## config.mk

```make
export PLATFORM = sky130hd
export DESIGN_NAME = alarm_interrupt_outputs
export DESIGN_NICKNAME = d
export VERILOG_FILES = /design/src/verilog/alarm_irq_pkg.sv /design/src/verilog/alarm_match_if.sv /design/src/verilog/alarm_match.sv /design/src/verilog/alarm_interrupt_outputs.sv
export SDC_FILE = /design/constraint.sdc
export NUM_CORES = 1
export LEC_CHECK = 0
export BUFFER_PORTS_ARGS = -buffer_cell sky130_fd_sc_hd__buf_2
export CAP_MARGIN = 15
export CORE_UTILIZATION = 50
export CTS_CLUSTER_DIAMETER = 100
export DETAILED_ROUTE_END_ITERATION = 7
export GPL_ROUTABILITY_DRIVEN = 0
export PLACE_DENSITY = 0.85
export SLEW_MARGIN = 25
export SYNTH_ARGS = -nofsm -noshare
export SYNTH_HDL_FRONTEND = slang
export SYNTH_SLANG_ARGS = --single-unit
```

## constraint.sdc

```tcl
create_clock -name CLK -period 2.75 [get_ports CLK]
set_clock_uncertainty 0.2 [all_clocks]
set_input_delay 0 -clock CLK [delete_from_list [all_inputs] [get_ports CLK]]
set_output_delay 0 -clock CLK [all_outputs]
set_load 0.02 [all_outputs]
```

## src/verilog/alarm_irq_pkg.sv

```systemverilog
/*
 Constants, types and timing figures shared by the alarm interrupt output block.
 Assumes a 100 MHz system clock and a 32.768 kHz oscillator pin sampled by it.
*/
// Overview of operation
// - Interrupt pins are open-drain, pulled low when asserted
// - Output A takes first alarm or either
// - Output B never driven by first alarm
// - Output B may carry 32 kHz square wave
// - Output asserted while status and enable set
// - Halt flag set after oscillator stopped 25-100 ms
// - Alarm matches on fields, don't-care fields ignored
package alarm_irq_pkg;
    localparam int FIELD_COUNT = 4;
    localparam int FIELD_WIDTH = 8;
    localparam int CLOCK_HZ = 100000000;
    // Qualifying stop time, typical figure, in milliseconds
    localparam int HALT_TIME_MS = 25;
    localparam int HALT_CYCLES = HALT_TIME_MS * (CLOCK_HZ / 1000);
    // One oscillator half period is about 1526 cycles; 4096 cycles with no edge means stopped
    localparam int EDGE_GAP_CYCLES = 4096;
    localparam logic RESET_FLAG = 1'b0;
    // Level put on an open-drain pin while its enable is high
    localparam logic PIN_LOW = 1'b0;
    localparam int COUNT_WIDTH = 24;
    typedef enum logic [0:0] {ROUTE_ALARM0_ONLY, ROUTE_EITHER} route_type;
    typedef enum logic [0:0] {OUT_B_ALARM, OUT_B_SQUARE} out_b_mode_type;
endpackage

```

## src/verilog/alarm_match_if.sv

```systemverilog
/*
 Interface carrying the current time and one alarm setting into a comparator.
 Assumes calendar and alarm registers live on the same clock.
*/
`timescale 1ns/10ps
interface alarm_match_if;
    logic [alarm_irq_pkg::FIELD_WIDTH*alarm_irq_pkg::FIELD_COUNT-1:0] time_now;
    logic [alarm_irq_pkg::FIELD_WIDTH*alarm_irq_pkg::FIELD_COUNT-1:0] alarm_set;
    logic [alarm_irq_pkg::FIELD_COUNT-1:0] dont_care;
    logic hit;
    modport user (output time_now, output alarm_set, output dont_care, input hit);
    modport cmp (input time_now, input alarm_set, input dont_care, output hit);
endinterface

```

## src/verilog/alarm_match.sv

```systemverilog
/*
 Comparator for one time-of-day alarm: seconds, minutes, hours and day fields.
 Assumes inputs are stable registers on the same clock as the caller.
*/
`timescale 1ns/10ps
module alarm_match
(
    alarm_match_if.cmp m
);
    // Compare every field unless marked don't-care
    always_comb
    begin
        m.hit = 1'b1;
        for (int i = 0; i < alarm_irq_pkg::FIELD_COUNT; i++)
        begin
            if (!m.dont_care[i] &&
                m.time_now[i*alarm_irq_pkg::FIELD_WIDTH +: alarm_irq_pkg::FIELD_WIDTH] !=
                m.alarm_set[i*alarm_irq_pkg::FIELD_WIDTH +: alarm_irq_pkg::FIELD_WIDTH])
            begin
                m.hit = 1'b0;
            end
        end
    end
endmodule

```

## src/verilog/alarm_interrupt_outputs.sv

```systemverilog
/*
 Alarm status flags, routing onto two open-drain interrupt pins, 32 kHz output
 and oscillator halt detection.
 Assumes the pins are pulled up outside and OSC_IN is an asynchronous pin.
*/
`timescale 1ns/10ps
module alarm_interrupt_outputs
#(
    parameter int HALT_CYCLES = alarm_irq_pkg::HALT_CYCLES
)
(
    input wire logic CLK,
    input wire logic RST,
    input wire logic OSC_IN,
    input wire logic TICK,
    input wire logic [31:0] TIME_NOW,
    input wire logic [31:0] ALARM0_SET,
    input wire logic [3:0] ALARM0_DONT_CARE,
    input wire logic [31:0] ALARM1_SET,
    input wire logic [3:0] ALARM1_DONT_CARE,
    input wire logic ALARM0_ENABLE,
    input wire logic ALARM1_ENABLE,
    input wire logic ROUTE_EITHER,
    input wire logic OUT_B_SQUARE,
    input wire logic ALARM0_CLEAR,
    input wire logic ALARM1_CLEAR,
    input wire logic HALT_CLEAR,
    output logic ALARM0_STATUS,
    output logic ALARM1_STATUS,
    output logic OSC_HALT_FLAG,
    output logic ALARM_IRQ_OUT_A_O,
    output logic ALARM_IRQ_OUT_A_OE,
    output logic ALARM_IRQ_OUT_B_O,
    output logic ALARM_IRQ_OUT_B_OE
);
    // Synchronised oscillator and its edges
    logic osc_meta;
    logic osc_sync;
    logic osc_prev;
    logic osc_edge;
    // Stop detection counters and their next values
    logic [alarm_irq_pkg::COUNT_WIDTH-1:0] gap_count;
    logic [alarm_irq_pkg::COUNT_WIDTH-1:0] next_gap_count;
    logic [alarm_irq_pkg::COUNT_WIDTH-1:0] halt_count;
    logic [alarm_irq_pkg::COUNT_WIDTH-1:0] next_halt_count;
    logic osc_stopped;
    logic halt_reached;
    // Next values of the sticky flags
    logic next_alarm0_status;
    logic next_alarm1_status;
    logic next_halt_flag;
    // Interrupt causes, routing and pin requests
    logic cause0;
    logic cause1;
    alarm_irq_pkg::route_type route_sel;
    alarm_irq_pkg::out_b_mode_type out_b_mode;
    logic next_irq_a;
    logic next_irq_b;

    // Counter limits cut to the counters' own width
    localparam logic [alarm_irq_pkg::COUNT_WIDTH-1:0] gap_limit =
        alarm_irq_pkg::COUNT_WIDTH'(alarm_irq_pkg::EDGE_GAP_CYCLES);
    localparam logic [alarm_irq_pkg::COUNT_WIDTH-1:0] halt_limit = alarm_irq_pkg::COUNT_WIDTH'(HALT_CYCLES);

    // Sticky flag step: a set in the same cycle as a clear wins
    function automatic logic sticky_next
    (
        input logic current,
        input logic set_now,
        input logic clear_now
    );
        return set_now || (current && !clear_now);
    endfunction

    // Saturating count step, holds once the limit is reached
    function automatic logic [alarm_irq_pkg::COUNT_WIDTH-1:0] count_up
    (
        input logic [alarm_irq_pkg::COUNT_WIDTH-1:0] count,
        input logic [alarm_irq_pkg::COUNT_WIDTH-1:0] limit
    );
        if (count < limit)
        begin
            return count + 1'b1;
        end
        return count;
    endfunction

    // An alarm asks for its pin while status and enable are both set
    function automatic logic irq_cause
    (
        input logic status,
        input logic enable
    );
        return status && enable;
    endfunction

    alarm_match_if m0();
    alarm_match_if m1();

    // Feed the two comparators
    assign m0.time_now = TIME_NOW;
    assign m0.alarm_set = ALARM0_SET;
    assign m0.dont_care = ALARM0_DONT_CARE;
    assign m1.time_now = TIME_NOW;
    assign m1.alarm_set = ALARM1_SET;
    assign m1.dont_care = ALARM1_DONT_CARE;

    // One comparator per alarm
    alarm_match cmp0
    (
        .m(m0)
    );
    alarm_match cmp1
    (
        .m(m1)
    );

    // Alarm status: a match on the tick beats a clear
    assign next_alarm0_status = sticky_next(ALARM0_STATUS, TICK && m0.hit, ALARM0_CLEAR);
    assign next_alarm1_status = sticky_next(ALARM1_STATUS, TICK && m1.hit, ALARM1_CLEAR);

    // Alarm 0 status register
    always_ff @(posedge CLK or posedge RST)
    begin
        if (RST)
        begin
            ALARM0_STATUS <= alarm_irq_pkg::RESET_FLAG;
        end
        else
        begin
            ALARM0_STATUS <= next_alarm0_status;
        end
    end

    // Alarm 1 status register
    always_ff @(posedge CLK or posedge RST)
    begin
        if (RST)
        begin
            ALARM1_STATUS <= alarm_irq_pkg::RESET_FLAG;
        end
        else
        begin
            ALARM1_STATUS <= next_alarm1_status;
        end
    end

    // Two-stage synchroniser for the oscillator pin, then edge history
    always_ff @(posedge CLK or posedge RST)
    begin
        if (RST)
        begin
            osc_meta <= 1'b0;
            osc_sync <= 1'b0;
            osc_prev <= 1'b0;
        end
        else
        begin
            osc_meta <= OSC_IN;
            osc_sync <= osc_meta;
            osc_prev <= osc_sync;
        end
    end

    // Any change of the synchronised level is an edge
    assign osc_edge = osc_sync ^ osc_prev;

    // Gap counter: restarts on every edge, a long gap means stopped
    assign next_gap_count = osc_edge ? '0 : count_up(gap_count, gap_limit);
    assign osc_stopped = (gap_count >= gap_limit);

    always_ff @(posedge CLK or posedge RST)
    begin
        if (RST)
        begin
            gap_count <= '0;
        end
        else
        begin
            gap_count <= next_gap_count;
        end
    end

    // Stop time: counts only while the oscillator stays stopped
    assign next_halt_count = osc_stopped ? count_up(halt_count, halt_limit) : '0;
    assign halt_reached = osc_stopped && (halt_count >= halt_limit);

    always_ff @(posedge CLK or posedge RST)
    begin
        if (RST)
        begin
            halt_count <= '0;
        end
        else
        begin
            halt_count <= next_halt_count;
        end
    end

    // Halt flag survives a restart until it is cleared
    assign next_halt_flag = sticky_next(OSC_HALT_FLAG, halt_reached, HALT_CLEAR);

    always_ff @(posedge CLK or posedge RST)
    begin
        if (RST)
        begin
            OSC_HALT_FLAG <= alarm_irq_pkg::RESET_FLAG;
        end
        else
        begin
            OSC_HALT_FLAG <= next_halt_flag;
        end
    end

    // Per-alarm causes and the two routing selections
    assign cause0 = irq_cause(ALARM0_STATUS, ALARM0_ENABLE);
    assign cause1 = irq_cause(ALARM1_STATUS, ALARM1_ENABLE);
    assign route_sel = alarm_irq_pkg::route_type'(ROUTE_EITHER);
    assign out_b_mode = alarm_irq_pkg::out_b_mode_type'(OUT_B_SQUARE);

    // Output A: alarm 0 alone or either alarm
    always_comb
    begin
        case (route_sel)
            alarm_irq_pkg::ROUTE_ALARM0_ONLY:
            begin
                next_irq_a = cause0;
            end
            alarm_irq_pkg::ROUTE_EITHER:
            begin
                next_irq_a = cause0 || cause1;
            end
            default:
            begin
                next_irq_a = cause0;
            end
        endcase
    end

    // Output B: alarm 1 only, or pin low during the oscillator's low phase
    always_comb
    begin
        case (out_b_mode)
            alarm_irq_pkg::OUT_B_ALARM:
            begin
                next_irq_b = cause1;
            end
            alarm_irq_pkg::OUT_B_SQUARE:
            begin
                next_irq_b = !osc_sync;
            end
            default:
            begin
                next_irq_b = cause1;
            end
        endcase
    end

    // Open-drain pins: level always low, enable only while asserted
    always_ff @(posedge CLK or posedge RST)
    begin
        if (RST)
        begin
            ALARM_IRQ_OUT_A_O <= alarm_irq_pkg::PIN_LOW;
            ALARM_IRQ_OUT_A_OE <= alarm_irq_pkg::RESET_FLAG;
            ALARM_IRQ_OUT_B_O <= alarm_irq_pkg::PIN_LOW;
            ALARM_IRQ_OUT_B_OE <= alarm_irq_pkg::RESET_FLAG;
        end
        else
        begin
            ALARM_IRQ_OUT_A_O <= alarm_irq_pkg::PIN_LOW;
            ALARM_IRQ_OUT_A_OE <= next_irq_a;
            ALARM_IRQ_OUT_B_O <= alarm_irq_pkg::PIN_LOW;
            ALARM_IRQ_OUT_B_OE <= next_irq_b;
        end
    end
endmodule

```

# Yosys cells after proc, flatten, opt, wreduce, memory -nomap -nowiden
# Cells that the tools add are included.
classes:
  add_sub_neg: 2
  magnitude_cmp: 4
  n_eq_ne: 9
  n_mux: 18
  bitwise_logic: 3
  reduce_logical: 33
ops:
  columns: ["operator", "count"]
  rows:
  - ["$mux W24", 6]
  - ["$ne A8 B8 Y1", 8]
  - ["$add A24 B1 Y24 const B", 2]
  - ["$ge A24 B13 Y1 const B", 1]
  - ["$ge A24 B22 Y1 const B", 1]
  - ["$lt A24 B13 Y1 const B", 1]
  - ["$lt A24 B22 Y1 const B", 1]
  - ["$logic_and A1 B1 Y1", 16]
  - ["$logic_not A1 Y1", 12]
  - ["$mux W1", 10]
  - ["$logic_or A1 B1 Y1", 4]
  - ["$pmux W1 S2", 2]
  - ["$ne A2 B1 Y1 const B", 1]
  - ["$not A1 Y1", 2]
  - ["$reduce_bool A2 Y1", 1]
  - ["$xor A1 B1 Y1", 1]
totals:
  ff_bits: 56
  in_bits: 115
  out_inout_bits: 7
  wordCells: 79

# Longest topological paths before layout
logic_depth:
  depth_word: 8
  depth_mapped: 7
  depth_no_buf: 6

# Modules after synthesis
# A second synthesis with hierarchy kept.
unflattened:
  cells_unflattened: 357
  area_unflattened_um2: 3367.0
by_module_without_submodules:
  columns: ["mod", "n_inst", "cells_each", "area_each_um2", "seq_area_each_um2"]
  rows:
  - ["alarm_interrupt_outputs", 1, 267, 2653.8, 1401.3]
  - ["alarm_match", 2, 45, 356.6, 0.0]

# Worst setup path before layout
# OpenSTA, ideal clock, no wires.
synth_path:
  path_kind: "register to register"
  start: "reg halt_count[19] in the netlist's numbering"
  end: "reg halt_count[9] in the netlist's numbering"
  setup_ns: 0.078
  arrival_ns: 2.028
  t_required_ns: 2.472
  setup_slack_ns: 0.444
  stages_incl_launch_ff: 7
  path_buffers: 1
  period_less_slack_ns: 2.306
  cell_sequence: "dfrtp_1 -> or4_4 -> nor4_4 -> a32oi_1 -> buf_2 -> or4_1 -> a21oi_1"
synth_between:
  elab_chain_len: 3
synth_lines:
  columns: ["element", "line", "source"]
  rows:
  - ["start, declared", "alarm_interrupt_outputs.sv:44", "logic [alarm_irq_pkg::COUNT_WIDTH-1:0] halt_count;"]
  - ["start signal, assigned", "alarm_interrupt_outputs.sv:196", "halt_count <= next_halt_count;"]
  - ["$lt A24 B22 Y1", "alarm_interrupt_outputs.sv:81", "if (count < limit)"]
  - ["$mux W1", "alarm_interrupt_outputs.sv:81", null]
  - ["$ne A2 B1 Y1 (no line)", null, null]
# Every way passes these cells.
# A chain may end at the register's enable or synchronous reset.

# Worst setup path in the final report
layout_path:
  start: "reg halt_count[19] in the netlist's numbering"
  end: "reg halt_count[20] in the netlist's numbering"
layout_between:
  elab_chain_len: 4
  word_cells_on_any_way: 7
  classes_between: "add/sub (1); order compare (1); eq/ne (1); mux (4)"
layout_lines:
  columns: ["element", "line", "source"]
  rows:
  - ["$add A24 B1 Y24", "alarm_interrupt_outputs.sv:83", "return count + 1'b1;"]
  - ["$mux W24", "alarm_interrupt_outputs.sv:81", null]
  - ["$mux W24", "alarm_interrupt_outputs.sv:85", "return count;"]
  - ["$mux W24", "alarm_interrupt_outputs.sv:185", "assign next_halt_count = osc_stopped ? count_up(halt_count, halt_limit) : '0;"]
# Several ways; a longest one is shown, not always the timed one. The select of a mux whose other input is x is not followed.

==> impl.org <==
** Power and ir drop
- Static leakage :: 2.040 nW
- Maximum VDD drop :: 334.8 uV
- Dividing total power by cell area gives a power density of 382.5 nW/um2.

** Routing
- The first detailed-routing pass took 6 iterations.
- WL per Instance :: 14.89 um
- Initial DRC Count :: 202
- Overall via count from detail_route :: 3093
- Number of antenna-violating nets in the routed design :: 0
- Vias per inst :: 5.553
- DRC violations left :: 1
- Wires add up to 8292 um.

** STA
- For the pin with the worst max-slew slack, the measured transition is 905.1 ps.
- Share of the cycle needed by the critical path after routing :: 93.23%
- Hold is met by 137.6 ps.
- The smallest clock period supported by the final layout is computed as 2564 ps.
- Setup violations remaining at the end of the flow were counted as 0.
- Maximum clock rate :: 390.0 MHz
- Max-slew violations :: 0
- Setup repair after global routing left no endpoint under its margin.
- Setup total negative slack on the finished layout was measured at 0 ps.
- Hold violation total from the final report :: 0
- Relative slew margins :: 39.45%
- Across all setup checks in the final design, the least slack found is 186.1 ps.

** CTS
- The clock drives 56 sinks.
- Total clock buffers created by CTS :: 5
- The tree is rooted in a sky130_fd_sc_hd__clkbuf_8.
- Clock insertion delay at the later pin of the skew report :: 310 ps
- Max clock buf depth :: 2
- TritonCTS built the clock tree.
- H-tree level count :: 2
- Number of resized instances in the post-cts repair step :: 0
- Clock-pin slew was measured on the worst setup and hold paths at 100 ps.

** Yosys
- In this run, synthesis produced a sequential element count of 56.
- Average instance area after synthesis :: 9.621 um2
- After synthesis, the largest area contributor takes up 41.85% of total cell area.
- Of the synthesized area, sequential elements account for 41.85%.
- Cell type with the highest aggregate area in the netlist :: sky130_fd_sc_hd__dfrtp_1
- The netlist uses 37 different library cells.
- Post-Syn Area :: 3348 um2
- Gate count of the mapped netlist :: 348
- Total of warnings raised by yosys :: 0
- Ranking of synthesized cells by area :: sky130_fd_sc_hd__dfrtp_1 42%, sky130_fd_sc_hd__xor2_1 19%, sky130_fd_sc_hd__a21oi_1 4.3%

** Layout
- # nets final :: 598
- Post-layout util :: 66.30%
- The number of antenna diodes in the final layout is 0.
- Excluding fillers, the count of instances in the completed layout stands at 557.
- Area grow syn2layout :: 27.17%
- Number of inserted filler cells in the final layout :: 519
- Of the cells placed in the final design, the portion with a size suffix greater than 1 is 28.33%.

** Place
- During placement, the flow inserted port buffers numbering 119.
- Half-perimeter wire length after detailed placement :: 6379 um
- Timing analysis after detailed placement gives a worst setup slack of 221.2 ps.
- In this run, placement finished with an instance count of 537.

** Global routing
- Antenna violations before repair :: 0
- Maximum number of pins on one net before global-route repair :: 45
- Met3 track demand over resource in global routing :: 5.045%
- In this run the most used layer during global routing was met2.
- Met2 capacity usage during global routing :: 41.65%
- Met1 Use GR :: 31.28%
- The via count of the first global-routing pass is 3086.
- The first global-routing pass estimated 13790 um of wire.
- Summed over all layers, the global routing overflow is 0.
- Across every metal layer, demand over resource in global routing totals 24.66%.

** Worst hold path
- The path class of the tightest hold or removal check is input port to flop.
- Worst hold path stage count :: 2

** Critical path
- For this run, the slowest stage of the critical path takes 560 ps.
- The worst setup path is captured at a flop.
- The worst register-to-register path has a setup slack of 190 ps.
- Critical register-to-register path startpoint :: halt_count[19]
- Traced cell by cell, the critical path runs through or4_4 > nor4_4 > a32oi_2 > buf_4 > or4_1 > a21oi_1.
- Crit path max fanout :: 30
- Data required time at the worst endpoint :: 2770 ps
- Worst setup startpoint :: halt_count[19]
- In this run the critical register-to-register path is captured at halt_count[20].
- Class of the most critical setup path :: flop to flop
- Max stage delay cell, worst path :: sky130_fd_sc_hd__or4_4
- Critical Path Start Type :: flop
- The most critical setup path has its endpoint at halt_count[20].
- For the worst setup path, the data arrival time is 2580 ps.
- Reg2Reg Depth :: 6

** Run status
- The checks that failed: design-rule violations.
- Result of the run :: finished with violations

** Floorplan
- Pin placement for this block handled 122 I/O pins.
- The floorplan step defined a die boundary enclosing 7027 um2.
- Initial Util :: 52.13%
- Height of the chip :: 83.83 um
- Die W :: 83.83 um
- The total area inside the core boundary comes to 6422 um2.
- Site Rows :: 29

** Flow run
- Across the run, the number of max-cap violations was 0.
[metrics by stage]
| stage | cell area [um2] | power, mW |
|---|---|---|
| final | 4258 | 1.629 |
| after global routing | 4258 | 1.702 |
| after CTS | 4258 | 1.637 |
| after detailed placement | 4030 | 1.107 |
| after global placement | 4030 | 1.099 |
| after floorplan | 3352 | 0.9775 |
[logic make-up after synthesis]
| kind of cell | Yosys count | synth area share [%] |
|---|---|---|
| compound gates | 60 | 10.84 |
| xor+xnor | 77 | 20.14 |
| fa+ha+maj | 4 | 1.495 |
| buf+inv | 24 | 2.989 |
| flops | 56 | 41.85 |
| mux | 2 | 0.5979 |
| other cells | 1 | 0.1120 |
| simple gates | 124 | 21.97 |
[layout make-up]
cell class,count,area (um2),area share (%)
Multi-Input combinational cell,269,1858,43.64
Inverter,11,41.29,0.9697
Clock buffer,6,72.57,1.704
Sequential cell,56,1401,32.91
Tap cell,77,96.34,2.263
Timing Repair Buffer,136,753.2,17.69
Clock inverter,2,35.03,0.8228
[power breakdown]
part / total, mW / switching, mW / leakage [nW] / internal (mW)
combinational: 0.257 / 0.129 / 1.21 / 0.127
clock: 0.523 / 0.253 / 0.0552 / 0.271
sequential: 0.849 / 0.0142 / 0.771 / 0.834
[metal layers]
metal | routed length (um) | vias up
met4 | 160 | 0
met5 | 0 | -
met3 | 317 | 18
li1 | - | 1508
met2 | 4126 | 79
met1 | 3688 | 1488
[timing repair]
action | 4_1_cts | 5_1_grt
hold endpoints to repair | 62 | 0
hold buffers | 12 | 0
setup buffers | 0 | 0
[layout by cell type, fill, tap and decap left out, types with 3 or more instances in the layout]
| cell | netlist | layout |
|---|---|---|
| sky130_fd_sc_hd__nor4_1 | 21 | 21 |
| sky130_fd_sc_hd__dfrtp_1 | 56 | 56 |
| sky130_fd_sc_hd__and2_1 | 14 | 14 |
| sky130_fd_sc_hd__buf_2 | 2 | 119 |
| sky130_fd_sc_hd__nand4_1 | 12 | 12 |
| sky130_fd_sc_hd__or3_1 | 10 | 10 |
| sky130_fd_sc_hd__o31ai_1 | 10 | 10 |
| sky130_fd_sc_hd__nand2_1 | 15 | 15 |
| sky130_fd_sc_hd__and3_1 | 10 | 10 |
| sky130_fd_sc_hd__ha_1 | 4 | 4 |
| sky130_fd_sc_hd__xnor2_1 | 3 | 3 |
| sky130_fd_sc_hd__buf_4 | 2 | 5 |
| sky130_fd_sc_hd__and4_1 | 4 | 4 |
| sky130_fd_sc_hd__xor2_1 | 74 | 74 |
| sky130_fd_sc_hd__dlygate4sd3_1 | 0 | 12 |
| sky130_fd_sc_hd__clkbuf_8 | 0 | 5 |
| sky130_fd_sc_hd__a21oi_1 | 29 | 29 |
| sky130_fd_sc_hd__o21ai_0 | 10 | 10 |
| sky130_fd_sc_hd__nor2_1 | 15 | 15 |
| sky130_fd_sc_hd__nand3_1 | 7 | 7 |
| sky130_fd_sc_hd__or4_1 | 10 | 10 |
| sky130_fd_sc_hd__inv_1 | 11 | 10 |
[worst min path at each step]
stage | startpoint | end | slack, ps
after detailed placement | RST | OSC_HALT_FLAG | -240
after CTS | OSC_IN | osc_meta | 140
after global placement | RST | OSC_HALT_FLAG | -240
after floorplan | OSC_IN | osc_meta | -170
after global routing | OSC_IN | osc_meta | 140
final | OSC_IN | osc_meta | 140
[Yosys cell counts]
| cell type | instances |
|---|---|
| sky130_fd_sc_hd__a32oi_1 | 1 |
| sky130_fd_sc_hd__o211ai_1 | 1 |
| sky130_fd_sc_hd__nor4_1 | 21 |
| sky130_fd_sc_hd__a32o_1 | 2 |
| sky130_fd_sc_hd__or2_2 | 1 |
| sky130_fd_sc_hd__a41oi_1 | 1 |
| sky130_fd_sc_hd__or4_1 | 10 |
| sky130_fd_sc_hd__nand2_1 | 15 |
| sky130_fd_sc_hd__or4_4 | 1 |
| sky130_fd_sc_hd__a211o_1 | 2 |
| sky130_fd_sc_hd__mux2i_1 | 2 |
| sky130_fd_sc_hd__o22ai_1 | 1 |
| sky130_fd_sc_hd__o21ai_0 | 10 |
| sky130_fd_sc_hd__nor4_4 | 1 |
| sky130_fd_sc_hd__xor2_1 | 74 |
| sky130_fd_sc_hd__nor3_1 | 1 |
| sky130_fd_sc_hd__inv_1 | 11 |
| sky130_fd_sc_hd__clkbuf_1 | 9 |
| sky130_fd_sc_hd__o31ai_1 | 10 |
| sky130_fd_sc_hd__conb_1 | 1 |
| sky130_fd_sc_hd__ha_1 | 4 |
| sky130_fd_sc_hd__and4_1 | 4 |
| sky130_fd_sc_hd__dfrtp_1 | 56 |
| sky130_fd_sc_hd__or3_1 | 10 |
| sky130_fd_sc_hd__nand4_1 | 12 |
| sky130_fd_sc_hd__nor2_1 | 15 |
| sky130_fd_sc_hd__nand2b_1 | 1 |
| sky130_fd_sc_hd__a22o_1 | 2 |
| sky130_fd_sc_hd__nand3_1 | 7 |
| sky130_fd_sc_hd__a21oi_1 | 29 |
| sky130_fd_sc_hd__buf_4 | 2 |
| sky130_fd_sc_hd__a31oi_1 | 1 |
| sky130_fd_sc_hd__buf_2 | 2 |
| sky130_fd_sc_hd__and3_1 | 10 |
| sky130_fd_sc_hd__xnor2_1 | 3 |
| sky130_fd_sc_hd__and2_1 | 14 |
| sky130_fd_sc_hd__nor4b_1 | 1 |
[worst max-delay path: cells and delay by family (launching register included)]
family	cells	cell delay, ps
AND/OR/NAND/NOR	3	1270
flip-flops	1	420
AO/OA/AOI/OAI	2	340
buffers and inverters	1	240
[state kept, by name, indices dropped and copies added (netlist names)]
| name | cells |
|---|---|
| ALARM0_STATUS | 1 |
| ALARM1_STATUS | 1 |
| ALARM_IRQ_OUT_B_OE | 1 |
| ALARM_IRQ_OUT_A_OE | 1 |
| osc_meta | 1 |
| gap_count | 24 |
| halt_count | 24 |
| osc_prev | 1 |
| osc_sync | 1 |
| OSC_HALT_FLAG | 1 |
(Power assumes the default switching activity.)
